[config.mk]
export PLATFORM = sky130hd
export DESIGN_NAME = withdrawable_switchgear_supervision
export DESIGN_NICKNAME = d
export VERILOG_FILES = /design/src/common/sg_pkg.sv /design/src/verilog/tick_gen.sv /design/src/verilog/switchgear_unit.sv /design/src/verilog/withdrawable_switchgear_supervision.sv
export SDC_FILE = /design/constraint.sdc
export NUM_CORES = 1
export LEC_CHECK = 0
export ABC_CLOCK_PERIOD_IN_PS = 8400
export BUFFER_PORTS_ARGS = -buffer_cell sky130_fd_sc_hd__buf_2
export CAP_MARGIN = 10
export CORE_MARGIN = 3
export CORE_UTILIZATION = 45
export CTS_CLUSTER_DIAMETER = 200
export CTS_CLUSTER_SIZE = 20
export DETAILED_ROUTE_END_ITERATION = 10
export GPL_ROUTABILITY_DRIVEN = 0
export PLACE_DENSITY = 0.69
export SLEW_MARGIN = 20
export SYNTH_ARGS = -nofsm -noshare
export SYNTH_HDL_FRONTEND = slang
export SYNTH_SLANG_ARGS = --single-unit
[constraint.sdc]
create_clock -name CLOCK -period 8.4 [get_ports CLOCK]
set_clock_uncertainty 0.05 [all_clocks]
set_input_delay 1.26 -clock CLOCK [delete_from_list [all_inputs] [get_ports CLOCK]]
set_output_delay 1.26 -clock CLOCK [all_outputs]
set_load 0.03 [all_outputs]
[src/common/sg_pkg.sv]
// Constants and types shared by the switchgear supervisor
package sg_pkg;
  // Bus and field widths
  localparam int ADDR_W = 8;
  localparam int DATA_W = 32;
  localparam int STRB_W = DATA_W / 8;
  localparam int TIME_W = 16;
  localparam int POS_W = 2;
  localparam int CMD_W = 4;
  // Register byte offsets
  localparam logic [ADDR_W-1:0] CTRL_OFFS = 8'h00;
  localparam logic [ADDR_W-1:0] CMD_OFFS = 8'h04;
  localparam logic [ADDR_W-1:0] STATUS_OFFS = 8'h08;
  localparam logic [ADDR_W-1:0] BRK_TIME_OFFS = 8'h0c;
  localparam logic [ADDR_W-1:0] TRK_TIME_OFFS = 8'h10;
  localparam logic [ADDR_W-1:0] SETTLE_OFFS = 8'h14;
  // Control fields
  localparam int CTRL_ILOCK_BIT = 0;
  localparam int CTRL_PROT_BIT = 1;
  localparam int CTRL_BRK_CL_BIT = 2;
  localparam int CTRL_BRK_OP_BIT = 3;
  localparam int CTRL_TRK_CL_BIT = 4;
  localparam int CTRL_TRK_OP_BIT = 5;
  localparam logic [DATA_W-1:0] CTRL_MASK = 32'h0000_003f;
  localparam logic [DATA_W-1:0] CTRL_RESET = 32'h0000_003c;
  // Command pulse bits
  localparam int CMD_BRK_CLOSE = 0;
  localparam int CMD_BRK_OPEN = 1;
  localparam int CMD_TRK_INSERT = 2;
  localparam int CMD_TRK_WITHDRAW = 3;
  // Status fields
  localparam int STAT_BRK_POS_LSB = 0;
  localparam int STAT_TRK_POS_LSB = 2;
  localparam int STAT_PLUG_BIT = 4;
  localparam int STAT_READY_BIT = 5;
  localparam int STAT_REFUSED_BIT = 6;
  localparam int STAT_BLOCK_BIT = 7;
  localparam int STAT_CMD_LSB = 8;
  localparam int STAT_BUSY_LSB = 12;
  // Timing fields, counted in ticks
  localparam int CLOSE_T_LSB = 0;
  localparam int OPEN_T_LSB = 16;
  localparam int BRK_SETTLE_LSB = 0;
  localparam int TRK_SETTLE_LSB = 16;
  localparam logic [DATA_W-1:0] TIME_RESET = 32'h0064_0064;
  localparam logic [DATA_W-1:0] SETTLE_RESET = 32'h0000_0000;
  // Timer tick derived from the system clock
  localparam int unsigned CLK_FREQ_MHZ = 200;
  localparam int unsigned TICK_PERIOD_US = 1000;
  localparam int unsigned TICK_CYCLES_DEF = TICK_PERIOD_US * CLK_FREQ_MHZ;
  // Bus responses
  localparam logic [1:0] RESP_OKAY = 2'h0;
  localparam logic [1:0] RESP_SLVERR = 2'h2;
  // Position codes and travel states
  typedef enum logic [POS_W-1:0] {
    POS_MID = 2'h0, POS_OPEN = 2'h1, POS_CLOSED = 2'h2, POS_FAULT = 2'h3
  } pos_t;
  typedef enum logic [3:0] {
    MV_IDLE = 4'h1, MV_CLOSE = 4'h2, MV_OPEN = 4'h4, MV_SETTLE = 4'h8
  } motion_t;
endpackage

[src/verilog/tick_gen.sv]
// Divider giving a one-cycle timer tick enable
`timescale 1ns/100ps
`default_nettype none
module tick_gen
  import sg_pkg::*;
#(
  parameter int unsigned PERIOD = TICK_CYCLES_DEF
) (
  input wire logic clk,
  input wire logic rst,
  output logic tick
);
  localparam int CW = $clog2(PERIOD + 1);
  logic [CW-1:0] cnt_reg;
  // Free running count, wraps at the period
  always_ff @(posedge clk or posedge rst) begin
    if (rst) begin
      cnt_reg <= '0;
      tick <= 1'b0;
    end else if (cnt_reg == CW'(PERIOD - 1)) begin
      cnt_reg <= '0;
      tick <= 1'b1;
    end else begin
      cnt_reg <= cnt_reg + 1'b1;
      tick <= 1'b0;
    end
  end
endmodule
`default_nettype wire

[src/verilog/switchgear_unit.sv]
// Position supervision and command timing for one switchgear unit
`timescale 1ns/100ps
`default_nettype none
module switchgear_unit
  import sg_pkg::*;
(
  input wire logic clk,
  input wire logic rst,
  input wire logic tick,
  input wire logic aux_closed,
  input wire logic aux_open,
  input wire logic closed_used,
  input wire logic open_used,
  input wire logic force_open,
  input wire logic close_req,
  input wire logic open_req,
  input wire logic [TIME_W-1:0] close_time,
  input wire logic [TIME_W-1:0] open_time,
  input wire logic [TIME_W-1:0] settle_time,
  output var pos_t pos,
  output logic close_cmd,
  output logic open_cmd,
  output logic busy
);
  motion_t state_reg;
  logic [TIME_W-1:0] timer_reg;
  logic fail_reg;
  logic target_reg;
  logic fb_closed;
  logic fb_open;
  logic reached;
  // Feedback decode; one contact alone still gives both ends
  always_comb begin
    fb_closed = 1'b0;
    fb_open = 1'b0;
    if (closed_used && open_used) begin
      fb_closed = aux_closed & ~aux_open;
      fb_open = aux_open & ~aux_closed;
    end else if (closed_used) begin
      fb_closed = aux_closed;
      fb_open = ~aux_closed;
    end else if (open_used) begin
      fb_open = aux_open;
      fb_closed = ~aux_open;
    end
    reached = target_reg ? fb_closed : fb_open;
  end
  assign busy = (state_reg != MV_IDLE);
  // Travel state, timer and command drive
  always_ff @(posedge clk or posedge rst) begin
    if (rst) begin
      state_reg <= MV_IDLE;
      timer_reg <= '0;
      close_cmd <= 1'b0;
      open_cmd <= 1'b0;
      fail_reg <= 1'b0;
      target_reg <= 1'b0;
    end else if (force_open) begin
      state_reg <= MV_IDLE;
      timer_reg <= '0;
      close_cmd <= 1'b0;
      open_cmd <= 1'b0;
      fail_reg <= 1'b0;
    end else begin
      case (state_reg)
        MV_IDLE: begin
          if (close_req && !fb_closed) begin
            state_reg <= MV_CLOSE;
            timer_reg <= close_time;
            close_cmd <= 1'b1;
            target_reg <= 1'b1;
            fail_reg <= 1'b0;
          end else if (open_req && !fb_open) begin
            state_reg <= MV_OPEN;
            timer_reg <= open_time;
            open_cmd <= 1'b1;
            target_reg <= 1'b0;
            fail_reg <= 1'b0;
          end else if (fail_reg && reached) begin
            fail_reg <= 1'b0;
          end
        end
        MV_CLOSE, MV_OPEN: begin
          if (reached) begin
            close_cmd <= 1'b0;
            open_cmd <= 1'b0;
            timer_reg <= settle_time;
            state_reg <= MV_SETTLE;
          end else if (timer_reg == '0) begin
            close_cmd <= 1'b0;
            open_cmd <= 1'b0;
            fail_reg <= 1'b1;
            state_reg <= MV_IDLE;
          end else if (tick) begin
            timer_reg <= timer_reg - 1'b1;
          end
        end
        MV_SETTLE: begin
          if (timer_reg == '0) begin
            state_reg <= MV_IDLE;
          end else if (tick) begin
            timer_reg <= timer_reg - 1'b1;
          end
        end
        default: state_reg <= MV_IDLE;
      endcase
    end
  end
  // Reported code; intermediate at reset and while a timer runs
  always_ff @(posedge clk or posedge rst) begin
    if (rst) begin
      pos <= POS_MID;
    end else if (force_open) begin
      pos <= POS_OPEN;
    end else if (state_reg != MV_IDLE) begin
      pos <= POS_MID;
    end else if (fail_reg) begin
      pos <= POS_FAULT;
    end else if (fb_closed) begin
      pos <= POS_CLOSED;
    end else if (fb_open) begin
      pos <= POS_OPEN;
    end else begin
      pos <= POS_FAULT;
    end
  end
endmodule
`default_nettype wire

[src/verilog/withdrawable_switchgear_supervision.sv]
// Top of the withdrawable switchgear supervisor with its register slave
//
// Design decisions made here: register access over AXI4-Lite and the register offsets.
`timescale 1ns/100ps
`default_nettype none
// Summary of operation
// Each unit reports a 2-bit position code
// Plug removal input raises plug withdrawn status
// Withdrawn plug forces breaker code to open
// Withdrawn plug blocks breaker position manipulation
// Breaker and truck run as independent units
// Optional interlock blocks withdrawal while breaker closed
// Breaker takes four inputs, truck only two
// At least one feedback contact stays assigned
// Close command limited by close travel timeout
// Open command limited by open travel timeout
// Per-unit travel timeouts and optional settle delay
// Protection commands may share control output relays
// Equal feedback reads intermediate, then faulted
// Close starts timer, ends closed or faulted
// Tick-based timers, reset gives intermediate
module withdrawable_switchgear_supervision
  import sg_pkg::*;
#(
  // Long count, may be shortened in simulation
  parameter int unsigned TICK_CYCLES = TICK_CYCLES_DEF
) (
  input wire logic CLOCK,
  input wire logic RST,
  input wire logic [ADDR_W-1:0] AWADDR,
  input wire logic AWVALID,
  output logic AWREADY,
  input wire logic [DATA_W-1:0] WDATA,
  input wire logic [STRB_W-1:0] WSTRB,
  input wire logic WVALID,
  output logic WREADY,
  output logic [1:0] BRESP,
  output logic BVALID,
  input wire logic BREADY,
  input wire logic [ADDR_W-1:0] ARADDR,
  input wire logic ARVALID,
  output logic ARREADY,
  output logic [DATA_W-1:0] RDATA,
  output logic [1:0] RRESP,
  output logic RVALID,
  input wire logic RREADY,
  input wire logic BRK_AUX_CLOSED,
  input wire logic BRK_AUX_OPEN,
  input wire logic BRK_READY,
  input wire logic PLUG_REMOVED,
  input wire logic TRK_AUX_CLOSED,
  input wire logic TRK_AUX_OPEN,
  input wire logic PROT_CLOSE,
  input wire logic PROT_OPEN,
  output wire logic BRK_CLOSE_CMD,
  output wire logic BRK_OPEN_CMD,
  output wire logic TRK_INSERT_CMD,
  output wire logic TRK_WITHDRAW_CMD,
  output wire logic [POS_W-1:0] BRK_POS,
  output wire logic [POS_W-1:0] TRK_POS,
  output logic PLUG_WITHDRAWN
);

  // Bus capture state
  logic aw_have_reg;
  logic w_have_reg;
  logic [ADDR_W-1:0] awaddr_reg;
  logic [DATA_W-1:0] wdata_reg;
  logic [STRB_W-1:0] wstrb_reg;
  logic wr_fire;
  logic [DATA_W-1:0] rd_word;

  // Software visible registers
  logic [DATA_W-1:0] ctrl_reg;
  logic [DATA_W-1:0] brk_time_reg;
  logic [DATA_W-1:0] trk_time_reg;
  logic [DATA_W-1:0] settle_reg;
  logic [CMD_W-1:0] cmd_pulse_reg;
  logic refused_reg;
  logic [DATA_W-1:0] status_word;

  // Command steering
  logic tick;
  logic want_brk_close;
  logic want_brk_open;
  logic withdraw_block;
  logic brk_close_req;
  logic brk_open_req;
  logic trk_withdraw_req;
  logic refuse_evt;
  logic brk_busy;
  logic trk_busy;
  pos_t brk_pos;
  pos_t trk_pos;

  // True for any register offset in the map
  function automatic logic is_mapped(input logic [ADDR_W-1:0] a);
    is_mapped = (a == CTRL_OFFS) || (a == CMD_OFFS) ||
                (a == STATUS_OFFS) || (a == BRK_TIME_OFFS) ||
                (a == TRK_TIME_OFFS) || (a == SETTLE_OFFS);
  endfunction

  // Merge written bytes into the old word
  function automatic logic [DATA_W-1:0] apply_strb(
    input logic [DATA_W-1:0] old_word,
    input logic [DATA_W-1:0] new_word,
    input logic [STRB_W-1:0] strb
  );
    logic [DATA_W-1:0] res;
    res = old_word;
    for (int i = 0; i < STRB_W; i++) begin
      if (strb[i]) begin
        res[i*8 +: 8] = new_word[i*8 +: 8];
      end
    end
    apply_strb = res;
  endfunction

  // A unit never loses its last feedback contact
  function automatic logic [DATA_W-1:0] keep_feedback(
    input logic [DATA_W-1:0] old_word,
    input logic [DATA_W-1:0] new_word
  );
    logic [DATA_W-1:0] res;
    res = new_word & CTRL_MASK;
    if (!res[CTRL_BRK_CL_BIT] && !res[CTRL_BRK_OP_BIT]) begin
      res[CTRL_BRK_CL_BIT] = old_word[CTRL_BRK_CL_BIT];
      res[CTRL_BRK_OP_BIT] = old_word[CTRL_BRK_OP_BIT];
    end
    if (!res[CTRL_TRK_CL_BIT] && !res[CTRL_TRK_OP_BIT]) begin
      res[CTRL_TRK_CL_BIT] = old_word[CTRL_TRK_CL_BIT];
      res[CTRL_TRK_OP_BIT] = old_word[CTRL_TRK_OP_BIT];
    end
    keep_feedback = res;
  endfunction

  // Write address channel; held off until the response is taken
  always_ff @(posedge CLOCK or posedge RST) begin
    if (RST) begin
      AWREADY <= 1'b1;
      aw_have_reg <= 1'b0;
      awaddr_reg <= '0;
    end else if (AWVALID && AWREADY) begin
      AWREADY <= 1'b0;
      aw_have_reg <= 1'b1;
      awaddr_reg <= AWADDR;
    end else if (BVALID && BREADY) begin
      AWREADY <= 1'b1;
      aw_have_reg <= 1'b0;
    end
  end

  // Write data channel, independent of the address
  always_ff @(posedge CLOCK or posedge RST) begin
    if (RST) begin
      WREADY <= 1'b1;
      w_have_reg <= 1'b0;
      wdata_reg <= '0;
      wstrb_reg <= '0;
    end else if (WVALID && WREADY) begin
      WREADY <= 1'b0;
      w_have_reg <= 1'b1;
      wdata_reg <= WDATA;
      wstrb_reg <= WSTRB;
    end else if (BVALID && BREADY) begin
      WREADY <= 1'b1;
      w_have_reg <= 1'b0;
    end
  end

  // Both halves present and no response pending
  assign wr_fire = aw_have_reg & w_have_reg & ~BVALID;

  // Write response, error for unmapped offsets
  always_ff @(posedge CLOCK or posedge RST) begin
    if (RST) begin
      BVALID <= 1'b0;
      BRESP <= RESP_OKAY;
    end else if (wr_fire) begin
      BVALID <= 1'b1;
      BRESP <= is_mapped(awaddr_reg) ? RESP_OKAY : RESP_SLVERR;
    end else if (BVALID && BREADY) begin
      BVALID <= 1'b0;
    end
  end

  // Control and timing registers
  always_ff @(posedge CLOCK or posedge RST) begin
    if (RST) begin
      ctrl_reg <= CTRL_RESET;
      brk_time_reg <= TIME_RESET;
      trk_time_reg <= TIME_RESET;
      settle_reg <= SETTLE_RESET;
    end else if (wr_fire) begin
      if (awaddr_reg == CTRL_OFFS) begin
        ctrl_reg <= keep_feedback(ctrl_reg,
          apply_strb(ctrl_reg, wdata_reg, wstrb_reg));
      end
      if (awaddr_reg == BRK_TIME_OFFS) begin
        brk_time_reg <= apply_strb(brk_time_reg, wdata_reg,
          wstrb_reg);
      end
      if (awaddr_reg == TRK_TIME_OFFS) begin
        trk_time_reg <= apply_strb(trk_time_reg, wdata_reg,
          wstrb_reg);
      end
      if (awaddr_reg == SETTLE_OFFS) begin
        settle_reg <= apply_strb(settle_reg, wdata_reg, wstrb_reg);
      end
    end
  end

  // Command word is write-only; each write with byte 0 enabled gives one pulse
  always_ff @(posedge CLOCK or posedge RST) begin
    if (RST) begin
      cmd_pulse_reg <= '0;
    end else if (wr_fire && awaddr_reg == CMD_OFFS && wstrb_reg[0]) begin
      cmd_pulse_reg <= wdata_reg[CMD_W-1:0];
    end else begin
      cmd_pulse_reg <= '0;
    end
  end

  // Request gating for plug, readiness and interlock
  always_comb begin
    want_brk_close = cmd_pulse_reg[CMD_BRK_CLOSE] |
                     (ctrl_reg[CTRL_PROT_BIT] & PROT_CLOSE);
    want_brk_open = cmd_pulse_reg[CMD_BRK_OPEN] |
                    (ctrl_reg[CTRL_PROT_BIT] & PROT_OPEN);
    withdraw_block = ctrl_reg[CTRL_ILOCK_BIT] &
                     (brk_pos == POS_CLOSED);
    brk_close_req = want_brk_close & BRK_READY & ~PLUG_REMOVED;
    brk_open_req = want_brk_open & ~PLUG_REMOVED;
    trk_withdraw_req = cmd_pulse_reg[CMD_TRK_WITHDRAW] &
                       ~withdraw_block;
    refuse_evt = (want_brk_close & ~brk_close_req) |
                 (want_brk_open & ~brk_open_req) |
                 (cmd_pulse_reg[CMD_TRK_WITHDRAW] & withdraw_block);
  end

  // Sticky refusal flag; a new refusal beats the clear
  always_ff @(posedge CLOCK or posedge RST) begin
    if (RST) begin
      refused_reg <= 1'b0;
    end else if (refuse_evt) begin
      refused_reg <= 1'b1;
    end else if (wr_fire && awaddr_reg == STATUS_OFFS && wstrb_reg[0] &&
                 wdata_reg[STAT_REFUSED_BIT]) begin
      refused_reg <= 1'b0;
    end
  end

  // Plug state for status and the output pin
  always_ff @(posedge CLOCK or posedge RST) begin
    if (RST) begin
      PLUG_WITHDRAWN <= 1'b0;
    end else begin
      PLUG_WITHDRAWN <= PLUG_REMOVED;
    end
  end

  // Status word assembly
  always_comb begin
    status_word = '0;
    status_word[STAT_BRK_POS_LSB +: POS_W] = brk_pos;
    status_word[STAT_TRK_POS_LSB +: POS_W] = trk_pos;
    status_word[STAT_PLUG_BIT] = PLUG_WITHDRAWN;
    status_word[STAT_READY_BIT] = BRK_READY;
    status_word[STAT_REFUSED_BIT] = refused_reg;
    status_word[STAT_BLOCK_BIT] = withdraw_block;
    status_word[STAT_CMD_LSB + CMD_BRK_CLOSE] = BRK_CLOSE_CMD;
    status_word[STAT_CMD_LSB + CMD_BRK_OPEN] = BRK_OPEN_CMD;
    status_word[STAT_CMD_LSB + CMD_TRK_INSERT] = TRK_INSERT_CMD;
    status_word[STAT_CMD_LSB + CMD_TRK_WITHDRAW] = TRK_WITHDRAW_CMD;
    status_word[STAT_BUSY_LSB] = brk_busy;
    status_word[STAT_BUSY_LSB + 1] = trk_busy;
  end

  // Read data select; the command word reads as zero
  always_comb begin
    case (ARADDR)
      CTRL_OFFS: rd_word = ctrl_reg;
      STATUS_OFFS: rd_word = status_word;
      BRK_TIME_OFFS: rd_word = brk_time_reg;
      TRK_TIME_OFFS: rd_word = trk_time_reg;
      SETTLE_OFFS: rd_word = settle_reg;
      default: rd_word = '0;
    endcase
  end

  // Read channel, one read in flight
  always_ff @(posedge CLOCK or posedge RST) begin
    if (RST) begin
      ARREADY <= 1'b1;
      RVALID <= 1'b0;
      RDATA <= '0;
      RRESP <= RESP_OKAY;
    end else if (ARVALID && ARREADY) begin
      ARREADY <= 1'b0;
      RVALID <= 1'b1;
      RDATA <= rd_word;
      RRESP <= is_mapped(ARADDR) ? RESP_OKAY : RESP_SLVERR;
    end else if (RVALID && RREADY) begin
      ARREADY <= 1'b1;
      RVALID <= 1'b0;
    end
  end

  // Shared timer tick for both units
  tick_gen #(
    .PERIOD(TICK_CYCLES)
  ) u_tick (
    .clk(CLOCK),
    .rst(RST),
    .tick(tick)
  );

  // Breaker: both contacts, ready and plug removal
  switchgear_unit u_breaker (
    .clk(CLOCK),
    .rst(RST),
    .tick(tick),
    .aux_closed(BRK_AUX_CLOSED),
    .aux_open(BRK_AUX_OPEN),
    .closed_used(ctrl_reg[CTRL_BRK_CL_BIT]),
    .open_used(ctrl_reg[CTRL_BRK_OP_BIT]),
    .force_open(PLUG_REMOVED),
    .close_req(brk_close_req),
    .open_req(brk_open_req),
    .close_time(brk_time_reg[CLOSE_T_LSB +: TIME_W]),
    .open_time(brk_time_reg[OPEN_T_LSB +: TIME_W]),
    .settle_time(settle_reg[BRK_SETTLE_LSB +: TIME_W]),
    .pos(brk_pos),
    .close_cmd(BRK_CLOSE_CMD),
    .open_cmd(BRK_OPEN_CMD),
    .busy(brk_busy)
  );

  // Truck: contacts only; withdrawal gated by the breaker interlock
  switchgear_unit u_truck (
    .clk(CLOCK),
    .rst(RST),
    .tick(tick),
    .aux_closed(TRK_AUX_CLOSED),
    .aux_open(TRK_AUX_OPEN),
    .closed_used(ctrl_reg[CTRL_TRK_CL_BIT]),
    .open_used(ctrl_reg[CTRL_TRK_OP_BIT]),
    .force_open(1'b0),
    .close_req(cmd_pulse_reg[CMD_TRK_INSERT]),
    .open_req(trk_withdraw_req),
    .close_time(trk_time_reg[CLOSE_T_LSB +: TIME_W]),
    .open_time(trk_time_reg[OPEN_T_LSB +: TIME_W]),
    .settle_time(settle_reg[TRK_SETTLE_LSB +: TIME_W]),
    .pos(trk_pos),
    .close_cmd(TRK_INSERT_CMD),
    .open_cmd(TRK_WITHDRAW_CMD),
    .busy(trk_busy)
  );

  // Position codes straight from the unit flops
  assign BRK_POS = brk_pos;
  assign TRK_POS = trk_pos;

endmodule
`default_nettype wire

==> summary.md <==
| Metric | Value |
|---|---|
| Outcome | finished, final reports clean |
| Initial antenna violation count | 0 |
| Worst-skew pair later-pin latency | 0.50 ns |
| Worst flop-to-flop path startpoint | ctrl_reg[2] |
| Core Rows | 61 |
| FF-to-FF End | u_breaker.timer_reg[8] |
| Rel. slew slack | 31.4% |
| R2R Setup Slk | 5.57 ns |
| Final Setup Violations | 0 |
| GRT Residual Overflow | 0 |
| Starting Density | 45.9% |
| Crit path launch type | input port |
| Pwr Density | 209 nW/um^2 |
| CP Launch Point | PLUG_REMOVED |
| Area Growth Syn to Fin | 11.4% |
| Max-slew violation count | 0 |
| CP max FO | 24 |
| Synth warn | 0 |
| HPWL Detailed | 24.4 mm |
| CP cell instances | buf_2 -> nand2b_1 -> a311oi_4 -> buf_4 -> o21ai_1 -> o21ai_2 -> a41o_1 -> a32o_1 |
| DRT iter0 DRCs | 778 |
| Crit. End Element | flip-flop |
| Post-DRT Antenna Nets | 0 |
| WP data arrival | 3.64 ns |
| Max cap viols | 0 |
| Worst path required time | 8.75 ns |
| Period Utilization, post-route | 39.2% |
| Count of state elements after synthesis | 264 |
| First-pass GRT wire length | 53.7 mm |
| Period minus WS final | 3.29 ns |
| I/O pins | 117 |
| Cts repair resizes | 0 |
| Setup Fix Bufs, Post-CTS | 0 |
| GRT Overall Usage | 21.9% |
| DRT Wirelength | 33.6 mm |
| Post-Syn Instances | 1,159 |
| Clk pin slew, worst setup/hold paths | 0.09 ns |
| Fmax | 0.304 GHz |
| Clk root buf | clkbuf_16 |
| Via count | 9,675 |
| # H-tree levels | 1 |
| Most frequent cells in the layout | dfrtp_1 (243), mux2_2 (139), buf_2 (114), nand2_1 (103), nor2_1 (74) |
| EDFF count, synth | 0 |
| Fillers | 2,576 |
| Syn_area_per_cell | 11.1 um^2 |
| PortBufs | 114 |
| Clock tree sinks | 264 |
| Total power | 2.98 mW |
| Distinct cells, synth | 80 |
| LEAKAGE | 6.46 nW |
| Ys async rst share | 100% |
| CTS tree | done |
| Largest net degree at the start of global routing | 75 |
| Setup_tns | 0 ns |
| WL/cell | 20.5 um |
| Maximum vdd ir drop | 0.207 mV |
| Clk buf depth | 3 |
| Drt drc | 0 |
| 1st-pass router iterations | 5 |
| Mapped Area | 12,800 um^2 |
| Tightest Hold Check Type | flip-flop to flip-flop |
| Die height | 175 um |
| Antenna diodes | 0 |
| Crit path kind | input port to flip-flop |
| Worst path slowest cell | o21ai_1 |
| Register area share after synthesis | 51.8% |
| # hold bufs at CTS | 0 |
| Cts bufs inserted | 17 |
| Ys flop type | dfrtp_1 |
| Post-DR vias/cell | 5.90 |
| Die Wd | 175 um |
| Final Hold Fails | 0 |
| Setup crit end | u_breaker.timer_reg[8] |
| Final net count | 1,323 |
| FF-to-FF path depth | 7 |
| Vias in the first global route | 9,444 |
| Worst slew pin tran | 1.03 ns |
| Commonest non-fill, non-tap cell in the layout | dfrtp_1 |
| Delay of the slowest critical-path stage | 0.58 ns |
| Share of cells above drive strength 1 | 27.7% |
| Die area | 30,500 um^2 |
| Core Area | 27,900 um^2 |
| RSZ-0062 raised after global routing | false |
-- per-layer routing --
metal / track usage (%) / up-vias / routed length, um
met5: 0 / - / 0
met4: 8.38 / 0 / 1430
met3: 2.78 / 68 / 1940
met2: 34.1 / 346 / 15200
met1: 31.5 / 4797 / 15100
li1: - / 4464 / -
-- cell type report --
type | count | area, um^2 | share of cell area (%)
Inverter | 27 | 105 | 0.737
Tap cell | 378 | 473 | 3.32
Timing Repair Buffer | 129 | 696 | 4.88
Sequential cell | 264 | 6630 | 46.5
Multi-Input combinational cell | 812 | 5870 | 41.2
Clock inverter | 2 | 25.0 | 0.175
Clock buffer | 27 | 463 | 3.25
-- through the flow --
stage / cells / hold WS (ns) / area (um^2) / utilization (%) / setup slack [ns]
2_1_floorplan: 1160 / 0.397 / 12800 / - / 3.62
4_1_cts: 1638 / 0.436 / 14200 / 50.9 / 5.14
3_3_place_gp: 1609 / 0.407 / 13700 / 49.2 / 4.69
6_report: 1639 / 0.429 / 14300 / 51.1 / 5.11
3_5_place_dp: 1609 / 0.416 / 13700 / 49.2 / 4.61
5_1_grt: 1639 / 0.458 / 14300 / 51.1 / 4.93
-- worst min-delay path by stage --
stage / from / end / slack, ns / cells past startpoint
after floorplan: w_have_reg / w_have_reg / 0.40 / 2
after global placement: RDATA[19] / RDATA[19] / 0.41 / 2
after detailed placement: RDATA[19] / RDATA[19] / 0.42 / 2
after CTS: RDATA[19] / RDATA[19] / 0.44 / 2
after global routing: RDATA[30] / RDATA[30] / 0.46 / 2
final: RDATA[19] / RDATA[19] / 0.43 / 2
-- logic make-up (layout without fill, tap and decap cells) --
| kind of cell | count (synthesis) | after routing | share of synthesized area [%] |
|---|---|---|---|
| AOI/OAI and AO/OA | 285 | 285 | 15.7 |
| adders and majority gates | 5 | 5 | 0.488 |
| buffers and inverters | 84 | 185 | 2.77 |
| xor gates and xnor gates | 18 | 18 | 1.23 |
| and+or+nand+nor | 321 | 321 | 12.5 |
| DFF | 264 | 264 | 51.8 |
| other | 1 | 2 | 0.0293 |
| muxes | 181 | 181 | 15.5 |
-- cells in the mapped netlist (23+ instances only) --
cell / number / share of area [%]
dfrtp_1: 243 / 47
mux2_2: 139 / 12
nand2_1: 104 / 3.0
nor2_1: 76 / 2.2
a21oi_1: 52 / 2.0
o21ai_0: 52 / 2.0
clkbuf_1: 42 / 1.2
mux2i_1: 40 / 3.1
a22o_1: 32 / 2.2
nand3_1: 28 / 1.1
inv_1: 27 / 0.79
nor3_1: 23 / 0.90
-- critical path, delay by kind of cell --
| family | cells | cell delay, ns |
|---|---|---|
| AOI/OAI and AO/OA | 5 | 1.49 |
| and+or+nand+nor | 1 | 0.23 |
| buffers and inverters | 2 | 0.65 |
-- where the power goes --
part | total (mW) | internal (mW) | switching (mW)
logic | 0.457 | 0.222 | 0.235
clock network | 0.831 | 0.389 | 0.443
registers | 1.69 | 1.47 | 0.224
total | 2.98 | 2.08 | 0.902
No activity file was read; power rests on OpenSTA's default activity.
